<file path="src/pcr_defs.svh">
// constants of the phy control register block
`ifndef PCR_DEFS_SVH
`define PCR_DEFS_SVH

// -----------------------------------------------------------------
// addresses and reset values
// -----------------------------------------------------------------
`define PCR_ADDR_CONTROL      5'h00
`define PCR_RESET_VALUE       16'h3100
`define PCR_READ_UNMAPPED     16'h0000

// -----------------------------------------------------------------
// field positions
// -----------------------------------------------------------------
`define PCR_BIT_SOFT_RESET    15
`define PCR_BIT_LOOPBACK      14
`define PCR_BIT_LINE_RATE     13
`define PCR_BIT_NEGOTIATION   12

// -----------------------------------------------------------------
// timing counts, in i_clk cycles
// -----------------------------------------------------------------
`define PCR_SOFT_RESET_CYCLES 16

`endif

</file>
<file path="src/pcr_pkg.sv">
// types shared by the phy control register block
`default_nettype none

package pcr_pkg;

  // -----------------------------------------------------------------
  // types
  // -----------------------------------------------------------------
  typedef logic [15:0] pcr_word_type;

  typedef enum logic [0:0] {
    PCR_ST_RUN  = 1'b0,
    PCR_ST_SRST = 1'b1
  } pcr_state_type;

  typedef logic [3:0] pcr_nibble_type;

endpackage

`default_nettype wire

</file>
<file path="src/pcr_ctl_if.sv">
// control carrier from the register bank to the data path
`timescale 1ns/1ps
`default_nettype none

interface pcr_ctl_if;
  logic loopback;
  logic core_reset;

  modport ctl (output loopback, output core_reset);
  modport path (input loopback, input core_reset);
endinterface

`default_nettype wire

</file>
<file path="src/pcr_loop_path.sv">
// nibble data path with loopback steering
`timescale 1ns/1ps
`default_nettype none

module pcr_loop_path (
  input  wire logic           i_clk,
  input  wire logic           i_rst,
  pcr_ctl_if.path             ctl,
  input  wire logic [3:0]     i_tx_data,
  input  wire logic           i_tx_en,
  input  wire logic [3:0]     i_line_rx_data,
  input  wire logic           i_line_rx_dv,
  output var  logic [3:0]     o_rx_data,
  output var  logic           o_rx_dv,
  output var  logic [3:0]     o_line_tx_data,
  output var  logic           o_line_tx_en
);

  // -----------------------------------------------------------------
  // line input synchroniser
  // -----------------------------------------------------------------
  logic [4:0] meta_q;
  logic [4:0] line_q;

  // first stage feeds only the second stage
  always_ff @(posedge i_clk) begin
    if (i_rst) begin
      meta_q <= 5'h00;
      line_q <= 5'h00;
    end else begin
      meta_q <= {i_line_rx_dv, i_line_rx_data};
      line_q <= meta_q;
    end
  end

  // -----------------------------------------------------------------
  // steering
  // -----------------------------------------------------------------
  pcr_pkg::pcr_nibble_type rx_data_d, tx_data_d;
  logic                    rx_dv_d, tx_en_d;

  // loopback cuts the medium off both ways
  always_comb begin
    rx_data_d = 4'h0;
    rx_dv_d   = 1'b0;
    tx_data_d = 4'h0;
    tx_en_d   = 1'b0;
    if (!ctl.core_reset) begin
      if (ctl.loopback) begin
        rx_data_d = i_tx_data;
        rx_dv_d   = i_tx_en;
      end else begin
        rx_data_d = line_q[3:0];
        rx_dv_d   = line_q[4];
        tx_data_d = i_tx_data;
        tx_en_d   = i_tx_en;
      end
    end
  end

  // output registers
  always_ff @(posedge i_clk) begin
    if (i_rst) begin
      o_rx_data      <= 4'h0;
      o_rx_dv        <= 1'b0;
      o_line_tx_data <= 4'h0;
      o_line_tx_en   <= 1'b0;
    end else begin
      o_rx_data      <= rx_data_d;
      o_rx_dv        <= rx_dv_d;
      o_line_tx_data <= tx_data_d;
      o_line_tx_en   <= tx_en_d;
    end
  end
endmodule

`default_nettype wire

</file>
<file path="src/pcr_phy_control_register.sv">
// phy control register at management address zero with loopback path
`include "pcr_defs.svh"
`timescale 1ns/1ps
`default_nettype none

module pcr_phy_control_register #(
  parameter int SOFT_RESET_CYCLES = `PCR_SOFT_RESET_CYCLES
) (
  input  wire logic        i_clk,
  input  wire logic        i_rst,
  input  wire logic [4:0]  i_mgmt_addr,
  input  wire logic        i_mgmt_wr,
  input  wire logic        i_mgmt_rd,
  input  wire logic [15:0] i_mgmt_write_word,
  output var  logic [15:0] o_mgmt_rd_data,
  output var  logic        o_mgmt_rd_valid,
  output var  logic [15:0] o_phy_control,
  output var  logic        o_loopback_enable,
  output var  logic        o_line_rate_select,
  output var  logic        o_negotiation_enable,
  output var  logic        o_core_reset,
  input  wire logic [3:0]  i_tx_data,
  input  wire logic        i_tx_en,
  input  wire logic [3:0]  i_line_rx_data,
  input  wire logic        i_line_rx_dv,
  output var  logic [3:0]  o_rx_data,
  output var  logic        o_rx_dv,
  output var  logic [3:0]  o_line_tx_data,
  output var  logic        o_line_tx_en
);

  // -----------------------------------------------------------------
  // constants
  // -----------------------------------------------------------------
  localparam logic [7:0] SRST_LAST = 8'(SOFT_RESET_CYCLES - 1);
  localparam pcr_pkg::pcr_word_type SRST_WORD =
    `PCR_RESET_VALUE | (16'h0001 << `PCR_BIT_SOFT_RESET);
  localparam int SRST_MAX = SOFT_RESET_CYCLES + 1;

  // -----------------------------------------------------------------
  // register bank state
  // -----------------------------------------------------------------
  pcr_pkg::pcr_word_type  ctrl_q, ctrl_d;
  pcr_pkg::pcr_word_type  rd_data_q, rd_data_d;
  pcr_pkg::pcr_state_type state_q, state_d;
  logic [7:0]             cnt_q, cnt_d;
  logic                   rd_valid_q, rd_valid_d;
  logic                   hit_wr;

  assign hit_wr = i_mgmt_wr && (i_mgmt_addr == `PCR_ADDR_CONTROL);

  // next values: writes, soft reset sequence, reads
  always_comb begin
    ctrl_d     = ctrl_q;
    state_d    = state_q;
    cnt_d      = cnt_q;
    rd_data_d  = rd_data_q;
    rd_valid_d = 1'b0;
    unique case (state_q)
      pcr_pkg::PCR_ST_RUN: begin
        if (hit_wr) begin
          if (i_mgmt_write_word[`PCR_BIT_SOFT_RESET]) begin
            state_d = pcr_pkg::PCR_ST_SRST;
            cnt_d   = 8'h00;
            ctrl_d  = SRST_WORD;
          end else begin
            ctrl_d = i_mgmt_write_word;
          end
        end
      end
      pcr_pkg::PCR_ST_SRST: begin
        // bank held at defaults plus the soft reset bit; a new request restarts, never lost
        ctrl_d = SRST_WORD;
        if (hit_wr && i_mgmt_write_word[`PCR_BIT_SOFT_RESET]) begin
          cnt_d = 8'h00;
        end else if (cnt_q == SRST_LAST) begin
          state_d = pcr_pkg::PCR_ST_RUN;
          ctrl_d  = `PCR_RESET_VALUE;             // self clear
        end else begin
          cnt_d = cnt_q + 8'h01;
        end
      end
    endcase
    if (i_mgmt_rd) begin
      rd_valid_d = 1'b1;
      rd_data_d  = (i_mgmt_addr == `PCR_ADDR_CONTROL) ?
                   ctrl_q : `PCR_READ_UNMAPPED;
    end
  end

  // registers; reset lands in normal operation
  always_ff @(posedge i_clk) begin
    if (i_rst) begin
      ctrl_q     <= `PCR_RESET_VALUE;
      state_q    <= pcr_pkg::PCR_ST_RUN;
      cnt_q      <= 8'h00;
      rd_data_q  <= 16'h0000;
      rd_valid_q <= 1'b0;
    end else begin
      ctrl_q     <= ctrl_d;
      state_q    <= state_d;
      cnt_q      <= cnt_d;
      rd_data_q  <= rd_data_d;
      rd_valid_q <= rd_valid_d;
    end
  end

  // -----------------------------------------------------------------
  // control outputs, all straight from flops
  // -----------------------------------------------------------------
  assign o_mgmt_rd_data       = rd_data_q;
  assign o_mgmt_rd_valid      = rd_valid_q;
  assign o_phy_control        = ctrl_q;
  assign o_loopback_enable    = ctrl_q[`PCR_BIT_LOOPBACK];
  assign o_line_rate_select   = ctrl_q[`PCR_BIT_LINE_RATE];
  assign o_negotiation_enable = ctrl_q[`PCR_BIT_NEGOTIATION];
  assign o_core_reset         = (state_q == pcr_pkg::PCR_ST_SRST);

  // -----------------------------------------------------------------
  // data path
  // -----------------------------------------------------------------
  pcr_ctl_if ctl_bus ();

  // data path sees the soft reset so its outputs drop too
  assign ctl_bus.loopback   = ctrl_q[`PCR_BIT_LOOPBACK];
  assign ctl_bus.core_reset = (state_q == pcr_pkg::PCR_ST_SRST);

  pcr_loop_path u_path (
    .i_clk          (i_clk),
    .i_rst          (i_rst),
    .ctl            (ctl_bus.path),
    .i_tx_data      (i_tx_data),
    .i_tx_en        (i_tx_en),
    .i_line_rx_data (i_line_rx_data),
    .i_line_rx_dv   (i_line_rx_dv),
    .o_rx_data      (o_rx_data),
    .o_rx_dv        (o_rx_dv),
    .o_line_tx_data (o_line_tx_data),
    .o_line_tx_en   (o_line_tx_en)
  );
endmodule

`default_nettype wire

</file>
<file path="config.mk">
export PLATFORM = sky130hd
export DESIGN_NAME = pcr_phy_control_register
export DESIGN_NICKNAME = d
export VERILOG_FILES = /design/src/pcr_pkg.sv /design/src/pcr_ctl_if.sv /design/src/pcr_loop_path.sv /design/src/pcr_phy_control_register.sv
export VERILOG_INCLUDE_DIRS = /design/src
export SDC_FILE = /design/constraint.sdc
export NUM_CORES = 1
export LEC_CHECK = 0
export BUFFER_PORTS_ARGS = -buffer_cell sky130_fd_sc_hd__buf_2
export CORE_ASPECT_RATIO = 1.75
export CORE_MARGIN = 2
export CORE_UTILIZATION = 52
export DETAILED_ROUTE_END_ITERATION = 16
export HOLD_SLACK_MARGIN = 0.15
export PLACE_DENSITY = 0.84
export SYNTH_ARGS = -nofsm -noshare
export SYNTH_HDL_FRONTEND = slang
export SYNTH_SLANG_ARGS = --single-unit
</file>
<file path="constraint.sdc">
create_clock -name i_clk -period 3.6 [get_ports i_clk]
set_clock_uncertainty 0.05 [all_clocks]
set_input_delay 0.18 -clock i_clk [delete_from_list [all_inputs] [get_ports i_clk]]
set_output_delay 0.18 -clock i_clk [all_outputs]
set_load 0.03 [all_outputs]
</file>
==> out/qor.csv <==
metric,value,unit
root_buffer,clkbuf_8,
drv_cap,0,
row_count,32,
worst_pin_slew,0.699,ns
gp_congestion,0.770,
cp_num_cells,5,
avgSynthCellArea,9.52,sq um
cts_buffer_depth,2,
drive_above_1_share,0.300,
wire_per_inst,14.0,microns
yosysSeqAreaShare,0.541,
crit_path_end_kind,flip-flop,
dp_cells,357,
power_density,426,nW/um^2
diodes,0,
syn_area,2290,sq um
fp.dieW,54.2,microns
period_share,0.485,
peakVddDrop,0.000327,V
setup_tns,0,ns
first_pass_iters,4,
grt_pass1_wl,9.07,mm
path_clk_slew,0.06,ns
startpoint_type,primary input,
fin_cells,398,
p_leak,1.31,nW
crit_path_cell_trace,"buf_2, nor3_4, nor3b_4, nand3_1, a21oi_1",
dp_hpwl,3.47,mm
max_clock_freq,0.573,GHz
core,4320,sq um
critPathArrivalTime,1.95,ns
final_nets,378,
cts.repair.resized,0,
hp-class,primary input to flip-flop,
slowest_stage,nor3b_4,
maxSlewViolCount,0,
grt_antenna_before_repair,0,
crit_path_max_fanout,18,
synthCells,241,
dieArea,4980,sq um
first_global_vias,2027,
fin_ws,1.86,ns
ys_warn_count,0,
hold_end,o_phy_control[10],
preCtsSetupSlack,1.53,ns
max_stage_delay,0.71,ns
synth_fp_nets,277,
tritoncts,yes,
rr_endpoint,o_phy_control[15],
synth-seq-cells,62,
overflow,0,
grt_usage,0.250,
r2r-start,cnt_q[4],
grt_max_degree,34,
port_buffers,81,
cts_setup_buffers,0,
fill_cells,349,
h-tree-depth,3,
post-route-min-period,1.74,ns
wl,5.59,mm
final-hold-violation-count,0,
drt_iter0_markers,56,
finalSetupViolations,0,
die_h,91.9,microns
ff2ff_setup_slack,1.93,ns
synth.distinct_cells,31,
start_util,0.531,
drtAntennaViolNets,0,
avgViaCountPerCell,5.32,
critPathTopFamily,simple AND/OR/NAND/NOR gates,
area_delta_synth_final,35.3,%
hp-start,i_mgmt_addr[4],
place_area,2690,sq um
clock-sinks,62,
io_pins,82,
path_buf_inv,1,
total_power,1.32,mW
worst_r2r_path_depth,4,
vias,2119,
ctsHoldBuffers,25,
fin_area,3110,sq um
path_class,primary input to flip-flop,
rsz0062_at_grt,no,
worstHoldPathCells,4,
slew_headroom,0.532,
required,3.81,ns
status,"complete, no violations",
cts_made_buffers,9,
clk_latency,0.33,ns
drc_errors,0,
-- how the worst max path moves through the flow --
| stage | endpoint | from | slack, ns |
|---|---|---|---|
| floorplan | u_path.o_rx_data[0] | o_core_reset | 2.08 |
| global placement | o_mgmt_rd_data[8] | i_mgmt_addr[3] | 1.61 |
| detailed placement | o_mgmt_rd_data[13] | i_mgmt_addr[3] | 1.53 |
| CTS | o_mgmt_rd_data[13] | i_mgmt_addr[3] | 1.87 |
| global route | o_mgmt_rd_data[2] | i_mgmt_addr[3] | 1.68 |
| finish | o_mgmt_rd_data[13] | i_mgmt_addr[3] | 1.86 |
-- flip-flops by register name (all words and copies together) (netlist names) --
| name | count |
|---|---|
| u_path.line_q | 5 |
| u_path.o_rx_data | 4 |
| u_path.o_line_tx_data | 4 |
| u_path.meta_q | 5 |
| o_core_reset | 1 |
| cnt_q | 8 |
| u_path.o_line_tx_en | 1 |
| o_phy_control | 16 |
| o_mgmt_rd_valid | 1 |
| u_path.o_rx_dv | 1 |
| o_mgmt_rd_data | 16 |
-- area by class of cell --
type | count | area, sq um | share of cell area
Tap cell | 51 | 63.8 | 0.0205
Inverter | 1 | 3.75 | 0.00121
Sequential cell | 62 | 1240 | 0.400
Clock buffer | 11 | 141 | 0.0455
Multi-Input combinational cell | 161 | 967 | 0.311
Clock inverter | 5 | 25.0 | 0.00806
Timing Repair Buffer | 107 | 663 | 0.214
-- where the power goes --
group	switching, mW	internal, mW
clock	0.252	0.262
sequential	0.00371	0.698
combinational	0.0564	0.0503
total	0.312	1.01
-- logic make-up after synthesis --
| family | after synthesis | synth area share |
|---|---|---|
| and+or+nand+nor | 107 | 0.275 |
| DFF | 62 | 0.541 |
| AOI/OAI and AO/OA | 44 | 0.103 |
| buffers and inverters | 18 | 0.0376 |
| muxes | 6 | 0.0262 |
| xor gates and xnor gates | 3 | 0.0115 |
| adders and majority gates | 1 | 0.00545 |
-- cell usage after synthesis --
cell      number  area share
clkbuf_1      11       0.018
nand2_1       17       0.028
or2_2          1      0.0027
nor2_1        12       0.020
dfxtp_1       62        0.54
nor4_1         1      0.0027
nor2b_1       11       0.030
nand4_1        1      0.0027
o22ai_1        1      0.0027
and2_1         5       0.014
buf_4          3      0.0098
buf_1          2      0.0033
a41o_2         1      0.0049
a31oi_1        1      0.0027
ha_1           1      0.0055
inv_1          1      0.0016
nand3_1       18       0.039
nor3_4         1      0.0071
nand2b_1      17       0.046
nor3_1         5       0.011
and4_1         2      0.0076
a31o_2         2      0.0076
a21oi_1       35       0.076
or3_1          2      0.0055
nor3b_2        1      0.0055
o21ai_0        4      0.0087
buf_6          1      0.0049
nand4b_1      12       0.046
nor3b_4        1      0.0082
mux2i_1        6       0.026
xor2_1         3       0.011
-- worst register-to-register path: stages (launching register included) --
cell     delay (ns)
dfxtp_1        0.35
nor4_1         0.50
a41o_2         0.32
o22ai_1        0.10
a31o_2         0.24
-- per-layer routing --
| layer | wire length [microns] | global-route usage | vias up |
|---|---|---|---|
| met5 | 0 | 0 | - |
| met4 | 167 | 0.144 | 0 |
| met3 | 341 | 0.0684 | 13 |
| met2 | 2880 | 0.405 | 87 |
| met1 | 2200 | 0.279 | 982 |
| li1 | - | - | 1037 |
-- per-stage QoR --
| step | hold WS [ns] | util |
|---|---|---|
| detailed placement | 0.348 | 0.622 |
| global placement | 0.339 | 0.622 |
| floorplan | 0.252 | - |
| CTS | 0.189 | 0.718 |
| global route | 0.215 | 0.718 |
| finish | 0.209 | 0.718 |
-- cell usage in the layout, fill, tap and decap left out, drive strengths merged --
| cell | synthesis | layout |
|---|---|---|
| a21oi | 35 | 35 |
| a31o | 2 | 2 |
| a31oi | 1 | 1 |
| a41o | 1 | 1 |
| and2 | 5 | 5 |
| and4 | 2 | 2 |
| buf | 6 | 82 |
| clkbuf | 11 | 11 |
| clkinv | 0 | 5 |
| dfxtp | 62 | 62 |
| dlygate4sd3 | 0 | 25 |
| ha | 1 | 1 |
| inv | 1 | 1 |
| mux2i | 6 | 6 |
| nand2 | 17 | 17 |
| nand2b | 17 | 17 |
| nand3 | 18 | 18 |
| nand4 | 1 | 1 |
| nand4b | 12 | 12 |
| nor2 | 12 | 12 |
| nor2b | 11 | 11 |
| nor3 | 6 | 6 |
| nor3b | 2 | 2 |
| nor4 | 1 | 1 |
| o21ai | 4 | 4 |
| o22ai | 1 | 1 |
| or2 | 1 | 1 |
| or3 | 2 | 2 |
| xor2 | 3 | 3 |
Note: power is estimated with default switching activity, not from simulation.
